## src/design/selhc_defs.vh

```
// Constants for the stop-exit and limp-home control block
`ifndef SELHC_DEFS_VH
`define SELHC_DEFS_VH
`define SELHC_ADDR_W 12
`define SELHC_OFF_CTRL 12'h000
`define SELHC_OFF_SLOW 12'h004
`define SELHC_OFF_STAT 12'h008
`define SELHC_B_NOLH 0
`define SELHC_B_CME 1
`define SELHC_B_FORCED_CLOCK_MONITOR_ENABLE 2
`define SELHC_B_DLY 3
`define SELHC_B_PSEUDO_STOP_BIT 4
`define SELHC_B_PLL_ON_BIT 5
`define SELHC_B_PLL_BUS_CLOCK_SELECT 6
`define SELHC_B_MCS 7
`define SELHC_B_LIMP_HOME_INTERRUPT_ENABLE 8
`define SELHC_B_AUTO 9
`define SELHC_CTRL_W 10
`define SELHC_CTRL_RST 10'h022
`define SELHC_SLOW_W 6
`define SELHC_SLOW_RST 6'h00
`define SELHC_B_LIMP_HOME_STATUS_FLAG 0
`define SELHC_B_LIMP_HOME_INTERRUPT_FLAG 1
`define SELHC_B_STOP 2
`define SELHC_B_PSEUDO 3
`define SELHC_B_LIMP 4
`define SELHC_CNT_W 13
`define SELHC_CNT_MID 13'h0FFF
`endif

```

## src/design/selhc_ctrl.v

```verilog
// Stop entry, stop exit delay and limp-home sequencing with APB registers
// Functional notes
// - Stop instruction enters stop; recovery chosen by no-limp-home, monitor enable, delay.
// - Delay bit set: 4096-count wait before full release; cleared: no wait.
// - Delay counter advances on the slow-divided module clock enable.
// - Wake on reset, interrupt pins, key wake-up J or H, CAN wake-up.
// - No limp-home, monitors off: resume on external clock after 4096 counts with delay bit set, at once without.
// - No limp-home, monitor on: stop instruction raises clock-monitor reset.
// - Limp-home allowed: monitor masked in stop, limp-home with monitor on.
// - Limp-home delay: external clock seen at 4096 leaves limp-home and exits.
// - No clock at 4096: exit in limp-home, status and interrupt flags set.
// - In limp-home, monitor sampled each time counter reaches 4096.
// - Clock seen: leave limp-home, clear status, set flag, request if enabled.
// - Limp-home, no delay, crystal: release at once on limp-home clock.
// - On leaving limp-home, bus and module clock selects return to their current register values.
// - Clean external clock, no delay: release at once, status flag never set.
// - Pseudo-stop bit set: stop keeps oscillator running at low amplitude.
// - Pseudo-stop shares wake events and delay behaviour with stop.
// - Limp-home forces PLL-on and bus select high, module select low.
// - Reset sets monitor enable and PLL-on, clears no-limp-home.
//
// The register offsets and the APB register port are this design's own decisions.
`timescale 1ns/1ps
`include "selhc_defs.vh"
module selhc_ctrl (
	input wire clock,
	input wire reset,
	input wire psel,
	input wire penable,
	input wire pwrite,
	input wire [`SELHC_ADDR_W-1:0] paddr,
	input wire [31:0] pwdata,
	output reg [31:0] prdata,
	output reg pready,
	output reg pslverr,
	input wire stop_instr,
	input wire irq_pin,
	input wire nonmaskable_interrupt_pin,
	input wire key_wake_j,
	input wire key_wake_h,
	input wire can_wake,
	input wire ext_clock_present,
	output reg cpu_run,
	output reg key_blocks_run,
	output reg osc_run,
	output reg osc_low_amp,
	output reg clock_monitor_reset,
	output reg monitor_active,
	output reg limp_home_mode,
	output reg pll_on_out,
	output reg pll_bus_clock_select_out,
	output reg module_clock_select_out,
	output reg limp_home_irq
);
	reg [`SELHC_CTRL_W-1:0] ctrl_q;
	reg [`SELHC_SLOW_W-1:0] slow_q;
	reg [`SELHC_SLOW_W-1:0] div_q;
	reg [`SELHC_CNT_W-1:0] cnt_q;
	reg [1:0] state_q;
	reg [1:0] state_d;
	reg pseudo_q;
	reg pseudo_d;
	reg limp_q;
	reg limp_d;
	reg limp_home_status_flag_q;
	reg limp_home_status_flag_d;
	reg limp_home_interrupt_flag_q;
	reg limp_home_interrupt_flag_set;
	reg cnt_clr;
	reg cmr_d;
	reg [31:0] rdata;
	reg map_hit;
	wire no_limp_home_bit;
	wire monitor_en_bits;
	wire stop_exit_delay_bit;
	wire pseudo_stop_bit;
	wire limp_home_interrupt_enable;
	wire wake;
	wire slow_divided_module_clock_tick;
	wire mid_tick;
	wire wr_en;
	wire setup;
	localparam [1:0] ST_RUN = 2'h0;
	localparam [1:0] ST_STOP = 2'h1;
	localparam [1:0] ST_DELAY = 2'h2;

	assign no_limp_home_bit = ctrl_q[`SELHC_B_NOLH];
	assign monitor_en_bits = ctrl_q[`SELHC_B_CME] | ctrl_q[`SELHC_B_FORCED_CLOCK_MONITOR_ENABLE];
	assign stop_exit_delay_bit = ctrl_q[`SELHC_B_DLY];
	assign pseudo_stop_bit = ctrl_q[`SELHC_B_PSEUDO_STOP_BIT];
	assign limp_home_interrupt_enable = ctrl_q[`SELHC_B_LIMP_HOME_INTERRUPT_ENABLE];
	assign setup = psel & ~penable;
	assign wr_en = psel & penable & pready & pwrite;

	// Any wake source ends stop and pseudo-stop alike
	assign wake = irq_pin | nonmaskable_interrupt_pin | key_wake_j
		| key_wake_h | can_wake;

	// Slow divider gives one enable pulse every slow_q+1 module clock periods
	assign slow_divided_module_clock_tick = (div_q == slow_q);
	assign mid_tick = slow_divided_module_clock_tick & (cnt_q == `SELHC_CNT_MID);

	always @(posedge clock or posedge reset) begin
		if (reset) begin
			div_q <= `SELHC_SLOW_RST;
		end else if (slow_divided_module_clock_tick) begin
			div_q <= `SELHC_SLOW_RST;
		end else begin
			div_q <= div_q + 1'b1;
		end
	end

	// 13-stage counter on the module clock enable, cleared on each wake from stop
	always @(posedge clock or posedge reset) begin
		if (reset) begin
			cnt_q <= {`SELHC_CNT_W{1'b0}};
		end else if (cnt_clr) begin
			cnt_q <= {`SELHC_CNT_W{1'b0}};
		end else if (slow_divided_module_clock_tick) begin
			cnt_q <= cnt_q + 1'b1;
		end
	end

	// Sequencer for stop entry, wake and exit delay
	always @* begin
		state_d = state_q;
		pseudo_d = pseudo_q;
		limp_d = limp_q;
		limp_home_status_flag_d = limp_home_status_flag_q;
		limp_home_interrupt_flag_set = 1'b0;
		cnt_clr = 1'b0;
		cmr_d = 1'b0;
		case (state_q)
			ST_RUN: begin
				if (stop_instr) begin
					if (no_limp_home_bit & monitor_en_bits) begin
						cmr_d = 1'b1;
					end else begin
						state_d = ST_STOP;
						pseudo_d = pseudo_stop_bit;
					end
				end else if (limp_q & mid_tick & ext_clock_present) begin
					limp_d = 1'b0;
					limp_home_status_flag_d = 1'b0;
					limp_home_interrupt_flag_set = 1'b1;
				end
			end
			ST_STOP: begin
				if (wake) begin
					cnt_clr = 1'b1;
					if (stop_exit_delay_bit) begin
						state_d = ST_DELAY;
						limp_d = ~no_limp_home_bit;
					end else begin
						state_d = ST_RUN;
						pseudo_d = 1'b0;
						if (~no_limp_home_bit & ~ext_clock_present) begin
							limp_d = 1'b1;
							limp_home_status_flag_d = 1'b1;
							limp_home_interrupt_flag_set = 1'b1;
						end
						// Clean external clock: no limp-home, flag untouched
					end
				end
			end
			ST_DELAY: begin
				if (mid_tick) begin
					state_d = ST_RUN;
					pseudo_d = 1'b0;
					if (limp_q) begin
						if (ext_clock_present) begin
							limp_d = 1'b0;
						end else begin
							limp_home_status_flag_d = 1'b1;
							limp_home_interrupt_flag_set = 1'b1;
						end
					end
				end
			end
			default: begin
				state_d = ST_RUN;
				pseudo_d = 1'b0;
			end
		endcase
	end

	always @(posedge clock or posedge reset) begin
		if (reset) begin
			state_q <= ST_RUN;
			pseudo_q <= 1'b0;
			limp_q <= 1'b0;
			limp_home_status_flag_q <= 1'b0;
		end else begin
			state_q <= state_d;
			pseudo_q <= pseudo_d;
			limp_q <= limp_d;
			limp_home_status_flag_q <= limp_home_status_flag_d;
		end
	end

	// Control and slow divider registers, reset defaults enable limp-home
	always @(posedge clock or posedge reset) begin
		if (reset) begin
			ctrl_q <= `SELHC_CTRL_RST;
			slow_q <= `SELHC_SLOW_RST;
		end else if (wr_en) begin
			if (paddr == `SELHC_OFF_CTRL) begin
				// Bus select stays writable in limp-home
				ctrl_q <= pwdata[`SELHC_CTRL_W-1:0];
			end
			if (paddr == `SELHC_OFF_SLOW) begin
				slow_q <= pwdata[`SELHC_SLOW_W-1:0];
			end
		end
	end

	// Limp-home interrupt flag, write one to clear, set wins
	always @(posedge clock or posedge reset) begin
		if (reset) begin
			limp_home_interrupt_flag_q <= 1'b0;
		end else if (limp_home_interrupt_flag_set) begin
			limp_home_interrupt_flag_q <= 1'b1;
		end else if (wr_en & (paddr == `SELHC_OFF_STAT)
			& pwdata[`SELHC_B_LIMP_HOME_INTERRUPT_FLAG]) begin
			limp_home_interrupt_flag_q <= 1'b0;
		end
	end

	// Read mux
	always @* begin
		rdata = 32'h0000_0000;
		map_hit = 1'b1;
		case (paddr)
			`SELHC_OFF_CTRL: begin
				rdata[`SELHC_CTRL_W-1:0] = ctrl_q;
			end
			`SELHC_OFF_SLOW: begin
				rdata[`SELHC_SLOW_W-1:0] = slow_q;
			end
			`SELHC_OFF_STAT: begin
				rdata[`SELHC_B_LIMP_HOME_STATUS_FLAG] = limp_home_status_flag_q;
				rdata[`SELHC_B_LIMP_HOME_INTERRUPT_FLAG] = limp_home_interrupt_flag_q;
				rdata[`SELHC_B_STOP] = (state_q != ST_RUN);
				rdata[`SELHC_B_PSEUDO] = pseudo_q;
				rdata[`SELHC_B_LIMP] = limp_q;
			end
			default: begin
				map_hit = 1'b0;
			end
		endcase
	end

	// APB slave, one wait-free access phase after setup
	always @(posedge clock or posedge reset) begin
		if (reset) begin
			prdata <= 32'h0000_0000;
			pready <= 1'b0;
			pslverr <= 1'b0;
		end else begin
			pready <= setup;
			if (setup) begin
				prdata <= pwrite ? 32'h0000_0000 : rdata;
				pslverr <= ~map_hit;
			end else begin
				pslverr <= 1'b0;
			end
		end
	end

	// Clock-unit outputs, registered from next-state values
	always @(posedge clock or posedge reset) begin
		if (reset) begin
			cpu_run <= 1'b1;
			key_blocks_run <= 1'b1;
			osc_run <= 1'b1;
			osc_low_amp <= 1'b0;
			clock_monitor_reset <= 1'b0;
			monitor_active <= 1'b1;
			limp_home_mode <= 1'b0;
			pll_on_out <= 1'b1;
			pll_bus_clock_select_out <= 1'b0;
			module_clock_select_out <= 1'b0;
			limp_home_irq <= 1'b0;
		end else begin
			cpu_run <= (state_d == ST_RUN);
			key_blocks_run <= (state_d != ST_STOP);
			osc_run <= (state_d != ST_STOP) | pseudo_d;
			osc_low_amp <= (state_d == ST_STOP) & pseudo_d;
			clock_monitor_reset <= cmr_d;
			// Monitor masked in stop when limp-home allowed
			monitor_active <= limp_d | (monitor_en_bits
				& ~((state_d == ST_STOP) & ~no_limp_home_bit));
			limp_home_mode <= limp_d;
			// Forced selects in limp-home, register values otherwise
			pll_on_out <= limp_d | ctrl_q[`SELHC_B_PLL_ON_BIT];
			pll_bus_clock_select_out <= limp_d | ctrl_q[`SELHC_B_PLL_BUS_CLOCK_SELECT];
			module_clock_select_out <= ~limp_d & ctrl_q[`SELHC_B_MCS];
			limp_home_irq <= (limp_home_interrupt_flag_set | limp_home_interrupt_flag_q) & limp_home_interrupt_enable;
		end
	end
endmodule

```

## config.mk

```make
export PLATFORM = sky130hd
export DESIGN_NAME = selhc_ctrl
export DESIGN_NICKNAME = d
export VERILOG_FILES = /design/src/design/selhc_ctrl.v
export VERILOG_INCLUDE_DIRS = /design/src /design/src/design
export SDC_FILE = /design/constraint.sdc
export NUM_CORES = 1
export LEC_CHECK = 0
export ABC_AREA = 1
export BUFFER_PORTS_ARGS = -buffer_cell sky130_fd_sc_hd__buf_2
export CAP_MARGIN = 10
export CORE_AREA = 2 2 84 86
export DETAILED_ROUTE_END_ITERATION = 10
export DIE_AREA = 0 0 86 88
export MAX_ROUTING_LAYER = met4
export PLACE_DENSITY = 0.83
export SYNTH_ARGS = -nofsm -noshare
export SYNTH_HDL_FRONTEND = slang
export SYNTH_SLANG_ARGS = --single-unit
```

## constraint.sdc

```tcl
create_clock -name clock -period 5.5 [get_ports clock]
set_input_delay 1.1 -clock clock [delete_from_list [all_inputs] [get_ports clock]]
set_output_delay 1.1 -clock clock [all_outputs]
set_load 0.03 [all_outputs]
```

# ---- Word level (Yosys, flattened, before mapping)
# Index checks and enable logic that the tools add are counted.
dict set report totals {
  regBits 85
  in_bits 56
  output_inout_bits 45
  word_cells 136
}
dict set report op_classes {
  addsub 2
  eq_ne 16
  mux 53
  bitwise 32
  reduce_logical 11
}
# cell n
set op_table {}
lappend op_table {{1-bit two-way mux} 36}
lappend op_table {{13-bit two-way mux} 2}
lappend op_table {{1-bit bitwise AND} 16}
lappend op_table {{2-bit inequality test, second input constant} 8}
lappend op_table {{5-bit case mux with 3 select lines} 1}
lappend op_table {{13-bit by 1-bit adder with 13-bit output, second input constant} 1}
lappend op_table {{13-bit by 12-bit equality test with 1-bit output, second input constant} 1}
lappend op_table {{12-bit by 3-bit equality test with 1-bit output, second input constant} 1}
lappend op_table {{12-bit by 4-bit equality test with 1-bit output, second input constant} 1}
lappend op_table {{12-bit zero test} 1}
lappend op_table {{1-bit case mux with 3 select lines} 4}
lappend op_table {{10-bit two-way mux} 1}
lappend op_table {{2-bit two-way mux} 5}
lappend op_table {{1-bit bitwise OR} 10}
lappend op_table {{9-bit AND reduction} 1}
lappend op_table {{6-bit by 1-bit adder with 6-bit output, second input constant} 1}
lappend op_table {{6-bit equality test} 1}
lappend op_table {{6-bit two-way mux} 1}
lappend op_table {{1-bit inverter} 6}
lappend op_table {{2-bit case mux with 3 select lines} 1}
lappend op_table {{2-bit nonzero test} 3}
lappend op_table {{2-bit by 1-bit equality test with 1-bit output, second input constant} 2}
lappend op_table {{2-bit zero test} 2}
lappend op_table {{4-bit two-way mux} 1}
lappend op_table {{6 further kinds} 7}

# ---- Logic depth before layout (Yosys ltp)
# Gate-level depths: netlist of the first run.
dict set report depth {
  ltp_word 11
  mapped_depth 13
  mapped_depth_nobuf 13
}

# ---- Least setup slack after synthesis of the first run
# OpenSTA, ideal clock, no wires.
dict set report synth_path {
  kind {input port to flip-flop}
  from {in paddr[1]}
  to {reg ctrl_q[0]}
  arrival_time_ns 2.097
  t_required_ns 5.379
  path_slack_ns 3.282
  path_stages 8
  n_path_buf 1
  path_cell_list {or2_1 > nor2_1 > nand2_1 > nor2_4 > nand2_2 > buf_2 > nand2_1 > o21ai_1}
}
dict set report synth_between {
  elab_chain_cells 2
}
# item line
set synth_lines {}
lappend synth_lines {{from (decl)} selhc_ctrl.v:31} ;# input wire [`SELHC_ADDR_W-1:0] paddr,
lappend synth_lines {{12-bit zero test} n/a}
lappend synth_lines {{2-bit AND reduction (no source line)} n/a}
lappend synth_lines {{to (signal assigned)} selhc_ctrl.v:204} ;# ctrl_q <= `SELHC_CTRL_RST;
lappend synth_lines {{to (signal assigned)} selhc_ctrl.v:209} ;# ctrl_q <= pwdata[`SELHC_CTRL_W-1:0];
lappend synth_lines {{to (decl)} selhc_ctrl.v:55} ;# reg [`SELHC_CTRL_W-1:0] ctrl_q;
# Every way passes these cells.
# A chain may end at the register's enable or synchronous reset.

# ---- Worst setup path after layout of the first run
dict set report layout_path {
  from {in paddr[11]}
  to {reg ctrl_q[9]}
}
# The elaborated chain is that of the path after synthesis.

==> results of run 1 <==
==> layer usage <==
layer / global-route usage / wire, um / part of all wire / vias up
met2: 0.334 / 3420 / 0.48 / 79
met4: 0.0895 / 116 / 0.016 / 0
met5: - / 0 / 0 / -
met1: 0.260 / 3310 / 0.46 / 1371
met3: 0.0471 / 337 / 0.047 / 11
li1: - / - / - / 1457
==> worst paths after layout <==
kind	start	to	slack (ns)
max	paddr[11]	ctrl_q[9]$_DFFE_PP0P_	3.20
min	ctrl_q[5]$_DFFE_PP1P_	ctrl_q[5]$_DFFE_PP1P_	0.47
max reg2reg	state_q[1]$_DFF_PP0_	module_clock_select_out$_DFF_PP0_	3.71
min reg2reg	ctrl_q[5]$_DFFE_PP1P_	ctrl_q[5]$_DFFE_PP1P_	0.47
max in group asynchronous	reset	cnt_q[2]$_DFFE_PP0P_	3.99
min in group asynchronous	reset	div_q[4]$_DFF_PP0_	0.97
==> state kept, by name, indices dropped and copies added (netlist names), 2 cells and up <==
name / count
ctrl_q: 10
slow_q: 6
div_q: 6
prdata: 10
state_q: 2
cnt_q: 13
==> final cells by class <==
| type | instances | area (sq um) | area share |
|---|---|---|---|
| Sequential cell | 63 | 1590 | 0.405 |
| Multi-Input combinational cell | 291 | 1500 | 0.384 |
| Timing Repair Buffer | 57 | 288 | 0.0735 |
| Inverter | 73 | 274 | 0.0700 |
| Clock buffer | 10 | 128 | 0.0326 |
| Tap cell | 80 | 100 | 0.0256 |
| Clock inverter | 6 | 37.5 | 0.00958 |
==> cells by family after synthesis <==
| group | share of synthesized area |
|---|---|
| flip-flops | 0.457 |
| buffers and inverters | 0.133 |
| other | 0.00108 |
| adder cells (fa/ha/maj) | 0.0216 |
| AO/OA/AOI/OAI | 0.111 |
| multiplexers | 0.00324 |
| AND/OR/NAND/NOR | 0.261 |
| XOR/XNOR | 0.0126 |
==> cells in the final DEF, fill, tap and decap left out, types with 3 or more instances in the layout <==
| cell type | instances |
|---|---|
| a21oi_1 | 15 |
| buf_2 | 56 |
| clkbuf_8 | 9 |
| clkinv_2 | 3 |
| clkinvlp_4 | 3 |
| conb_1 | 22 |
| dfrtp_1 | 56 |
| dfstp_2 | 7 |
| ha_1 | 6 |
| inv_1 | 69 |
| inv_2 | 4 |
| nand2_1 | 92 |
| nand2_2 | 13 |
| nand3_1 | 26 |
| nand3_2 | 3 |
| nor2_1 | 26 |
| nor2_2 | 4 |
| nor2_4 | 7 |
| nor3_1 | 9 |
| o21ai_0 | 32 |
| o21ai_1 | 7 |
| o221ai_1 | 4 |
| o31ai_1 | 3 |
| xnor2_1 | 3 |
==> power by group through the flow <==
| stage | Clock (uW) | Combinational [uW] | Sequential (uW) |
|---|---|---|---|
| after global placement | 0 | 334 | 558 |
| after CTS | 350 | 344 | 551 |
| after global routing | 372 | 383 | 557 |
| after detailed placement | 0 | 343 | 560 |
| after floorplan | 0 | 212 | 614 |
| final | 344 | 344 | 551 |
==> through the flow <==
stage               hold WS (ns)  power [uW]  setup slack, ns  cells  utilization
floorplan                  0.434         826             2.84    454            -
global placement           0.461         892             2.93    564        0.565
detailed placement         0.467         902             2.87    564        0.565
CTS                        0.478        1250             3.24    580        0.589
global route               0.500        1310             3.01    580        0.589
finish                     0.474        1240             3.20    580        0.589
==> worst max-delay path, cell delays in order <==
cell     delay [ns]
buf_2          0.10
nor2_1         0.09
nand2_1        0.07
nor2_2         0.22
nand2_1        0.16
nor2_4         0.18
nand2_2        0.26
mux2_2         0.35
==> cell usage after synthesis, types with 2 or more instances <==
master	number
or2_2	2
inv_2	3
ha_1	6
dfrtp_1	56
nor2_1	26
xor2_1	2
nand3_2	3
o221ai_1	4
nand4_1	2
o21ai_0	32
buf_2	2
buf_4	22
clkbuf_1	3
o21ai_2	2
o31ai_1	3
a21oi_1	15
nor2_2	4
nand3_1	26
nor2_4	7
dfstp_2	7
nand2_2	13
nand2_1	92
xnor2_1	3
inv_1	70
nor3_1	9
o211ai_1	2
o21ai_1	7
==> run_results.csv, run 1 <==
group,metric,value,unit
timing,layout_min_cycle_time,2.30,ns
clock_network,clk_latency,0.34,ns
timing,finalClockSkew,0.00950,ns
floorplan,ios,101,
clock_network,cts-root-buf,"clkbuf_8",
power_and_ir_drop,power_switching,455,uW
logic_synthesis,synth.area.top_cells,"dfrtp_1 (40%), nand2_1 (9.9%), inv_1 (7.6%)",
setup_path,cp.required,5.73,ns
clock_network,tritoncts,"yes",
timing,fin_crit_sh,0.417,
placement,dpl.hpwl,5450,um
hold_path,whs_path_depth,2,
timing,setup_tns,0,ns
timing,rsz0062_at_grt,"false",
setup_path,crit_fanout,19,
clock_network,h-tree-depth,3,
setup_path,start_kind,"input pin",
grt,grt_antenna_before_repair,0,
final_layout,n_fill_cell,606,
logic_synthesis,yosysSeqAreaShare,0.457,
power_and_ir_drop,seq_power_share,0.445,
logic_synthesis,yosysTopAreaCellShare,0.404,
setup_path,endpoint_kind,"flop",
logic_synthesis,ys_async_sr_fraction,1.00,
timing,slew_viol_final,0,
grt,grt_max_degree,64,
power_and_ir_drop,p_int,783,uW
clock_network,cts_setup_buffers,0,
placement,placed_area,3750,sq um
drt,wl,7190,um
clock_network,cts-resized-gates,0,
grt,grt_util_all_layers,0.210,
clock_network,postCtsHoldBufs,0,
timing,max-slew-margin-rel,0.470,
logic_synthesis,synth-edff-count,0,
power_and_ir_drop,switching_share,0.367,
flow_run,max-cap-violations,0,
drt,vias,2918,
clock_network,numCtsBuffers,9,
power_and_ir_drop,peakVddDrop,0.130,mV
grt,gr-total-overflow,0,
floorplan,start_util,0.522,
drt,antenna_left,0,
final_layout,area_delta_synth_final,12.8,%
power_and_ir_drop,powerDensity,316,nW/um^2
final_layout,postLayoutCellArea,3920,sq um
drt,drt-initial-drc-count,144,
timing,max_freq,436,MHz
final_layout,n_antenna_cell,0,
timing,final_hold_viol_count,0,
logic_synthesis,yosys_warnings,0,
grt,grt_pass1_vias,2732,
drt,firstDrtPassIters,4,
logic_synthesis,synth_cell_types,37,
floorplan,die_y,88,um
logic_synthesis,synth_area,3470,sq um
final_layout,fin_nets,557,
timing,setup_viol,0,
floorplan,die_area,7570,sq um
power_and_ir_drop,leakagePower,0.00206,uW
setup_path,reg2reg_depth,11,
placement,globalplace.congestion,0.866,
placement,port_buffers,56,
setup_path,crit_type,"input pin to flop",
floorplan,core_area,6640,sq um
timing,tightest_slew,0.795,ns
drt,wl_per_cell,12.4,um
power_and_ir_drop,p_clk_frac,0.277,
logic_synthesis,synth-seq-cells,63,
drt,drc_errors,0,
hold_path,min_path_type,"flop to flop",
floorplan,die_x,86,um
drt,viasPerCell,5.03,
power_and_ir_drop,combPwrFrac,0.277,
clock_network,cts.sinks,63,
final_layout,drive_above_1_share,0.234,
floorplan,rows,30,
logic_synthesis,synth.avg_cell_area,8.02,sq um
logic_synthesis,yosys.area.top_type,"dfrtp_1",
setup_path,critPathArrivalTime,2.53,ns
grt,grt_pass1_wl,12000,um
logic_synthesis,synth_top_flop_cell,"dfrtp_1",
clock_network,clk_path_buf_depth,2,
logic_synthesis,synth_cells,433,
run_status,status,"completed",
clock_network,clk_pin_slew,0.07,ns
No activity file was read; power rests on OpenSTA's default activity.
==> run 2, diff against run 1 <==
CORE_AREA = 2 2 85 87   (was 2 2 84 86)
DIE_AREA = 0 0 87 89   (was 0 0 86 88)
PLACE_DENSITY = 0.82   (was 0.83)
clock period = 2.4 ns   (was 5.5 ns; I/O delays follow)
==> run 2 against run 1 <==
Against the previous run:
- utilization is essentially flat
- clock skew grew 0.0014 ns
- register-to-register slack got worse by 3.1 ns
- sequential share of layout area is 0.45 points lower
- worst hold slack got worse by 0.30 ns
- critical path depth rose by 2
- total power increased by 140%
- count of clock-buffer cells in the layout unchanged
- worst setup slack got worse by 2.6 ns
- final cell count up 0.17%
- non-clock buffer count is 1 higher
- largest power group unchanged
==> run_results.csv, run 2 (synthesis results as in run 1) <==
group,metric,value,unit
final_layout,area_delta_synth_final,14.1,%
clock_network,h-tree-depth,3,
timing,final_hold_viol_count,0,
grt,grt_max_degree,64,
grt,grt_antenna_before_repair,0,
setup_path,slowest_delay,0.43,ns
timing,layout_min_cycle_time,1.75,ns
setup_path,r2r_slack,0.65,ns
setup_path,start_kind,"flop",
final_layout,postLayoutCellArea,3960,sq um
drt,vias,2950,
setup_path,cp_slowest_cell,"dfrtp_1",
timing,max_freq,571,MHz
power_and_ir_drop,powerDensity,754,nW/um^2
timing,rsz0062_at_grt,"false",
drt,drt-initial-drc-count,187,
placement,placed_area,3770,sq um
floorplan,core_area,6720,sq um
final_layout,fin_nets,558,
floorplan,die_area,7740,sq um
final_layout,largestRegisters,"cnt_q (13), ctrl_q (10), prdata (10)",
power_and_ir_drop,p_clk_frac,0.304,
floorplan,rows,30,
grt,grt_pass1_wl,12800,um
setup_path,critPathArrivalTime,1.99,ns
drt,viasPerCell,5.08,
power_and_ir_drop,leakagePower,0.00208,uW
final_layout,largest-register,"cnt_q",
setup_path,endpoint_kind,"flop",
power_and_ir_drop,finalPower,2980,uW
setup_path,crit_type,"flop to flop",
floorplan,start_util,0.517,
clock_network,postCtsHoldBufs,0,
setup_path,crit_chain,"xnor2_1, nand2_2, nor2_4, nand2_2, nor2_4, nand2_1, nor2_2, nand3_1, nand2_1, a21oi_1",
floorplan,die_y,89,um
clock_network,tritoncts,"yes",
clock_network,cts_setup_buffers,0,
placement,port_buffers,56,
timing,fin_crit_sh,0.730,
timing,setup_tns,0,ns
clock_network,clk_path_buf_depth,2,
grt,grt_util_all_layers,0.220,
clock_network,clk_pin_slew,0.07,ns
drt,firstDrtPassIters,4,
clock_network,cts-root-buf,"clkbuf_8",
final_layout,final_common_cell,"nand2_1",
power_and_ir_drop,combPwrFrac,0.273,
final_layout,drive_above_1_share,0.236,
setup_path,cp.required,2.64,ns
grt,grt_pass1_vias,2819,
drt,wl_per_cell,13.0,um
floorplan,die_x,87,um
final_layout,n_antenna_cell,0,
flow_run,max-cap-violations,0,
power_and_ir_drop,switching_share,0.358,
floorplan,ios,101,
power_and_ir_drop,peakVddDrop,0.347,mV
final_layout,largest_reg_flops,13,
clock_network,cts-resized-gates,0,
final_layout,final_cell_mix,"nand2_1 (92), inv_1 (69), dfrtp_1 (56), buf_2 (56), o21ai_0 (32)",
power_and_ir_drop,p_int,1920,uW
placement,dpl.hpwl,5690,um
power_and_ir_drop,power_switching,1070,uW
clock_network,numCtsBuffers,9,
power_and_ir_drop,seq_power_share,0.423,
placement,globalplace.congestion,0.927,
drt,drc_errors,0,
hold_path,min_path_type,"input pin to asynchronous set/reset pin",
clock_network,cts.sinks,63,
drt,wl,7560,um
drt,antenna_left,0,
clock_network,clk_latency,0.35,ns
setup_path,crit_fanout,7,
run_status,status,"completed",
timing,finalClockSkew,0.0109,ns
grt,gr-total-overflow,0,
timing,setup_viol,0,
timing,slew_viol_final,0,
-- run 2: changes by cell type in the layout (fill, tap and decap cells not counted), sizes merged --
cell,previous run,this run
clkinvlp,3,1
clkinv,3,4
bufinv,0,1
buf,57,58
-- run 2: final timing paths --
check / from / end / cells after the start
hold / removal: reset / cnt_q[5]$_DFFE_PP0P_ / 3
setup / recovery: slow_q[5]$_DFFE_PP0P_ / cnt_q[10]$_DFFE_PP0P_ / 10
max in group asynchronous: reset / osc_run$_DFF_PP1_ / 3
hold reg to reg: ctrl_q[5]$_DFFE_PP1P_ / ctrl_q[5]$_DFFE_PP1P_ / 2
setup reg to reg: slow_q[5]$_DFFE_PP0P_ / cnt_q[10]$_DFFE_PP0P_ / 10
min in group clock: pwdata[5] / ctrl_q[5]$_DFFE_PP1P_ / 3
-- run 2: power by group through the flow --
| stage | registers (uW) | logic [uW] | clock network (uW) |
|---|---|---|---|
| after global placement | 1280 | 784 | 0 |
| after floorplan | 1410 | 486 | 0 |
| after global routing | 1270 | 915 | 958 |
| after CTS | 1260 | 815 | 914 |
| final | 1260 | 816 | 906 |
| after detailed placement | 1280 | 812 | 0 |
-- run 2: cell type report --
class                           count  area (sq um)
Inverter                           73           274
Clock inverter                      6          61.3
Clock buffer                       10           128
Sequential cell                    63          1590
Timing Repair Buffer               58           308
Fill cell                         582          2760
Multi-Input combinational cell    291          1500
Tap cell                           80           100
-- run 2: routing by layer --
layer	wire length, um	GRT usage	vias to the layer above
met4	131	0.0824	0
li1	-	-	1454
met5	0	-	-
met1	3390	0.279	1378
met3	395	0.0508	13
met2	3640	0.346	105
-- run 2: worst max-delay path, delay by kind of cell, from the launching register on --
kind,cells,cell delay (ns)
and+or+nand+nor,8,0.94
DFF,1,0.43
xor gates and xnor gates,1,0.22
AOI/OAI and AO/OA,1,0.04
-- run 2: metrics by stage --
step | setup WS (ns) | instances | util | hold WS (ns)
after floorplan | 0.362 | 454 | - | 0.434
after CTS | 0.662 | 581 | 0.589 | 0.197
after global placement | 0.445 | 565 | 0.561 | 0.461
after global routing | 0.483 | 581 | 0.589 | 0.206
final | 0.648 | 581 | 0.589 | 0.173
after detailed placement | 0.388 | 565 | 0.561 | 0.475
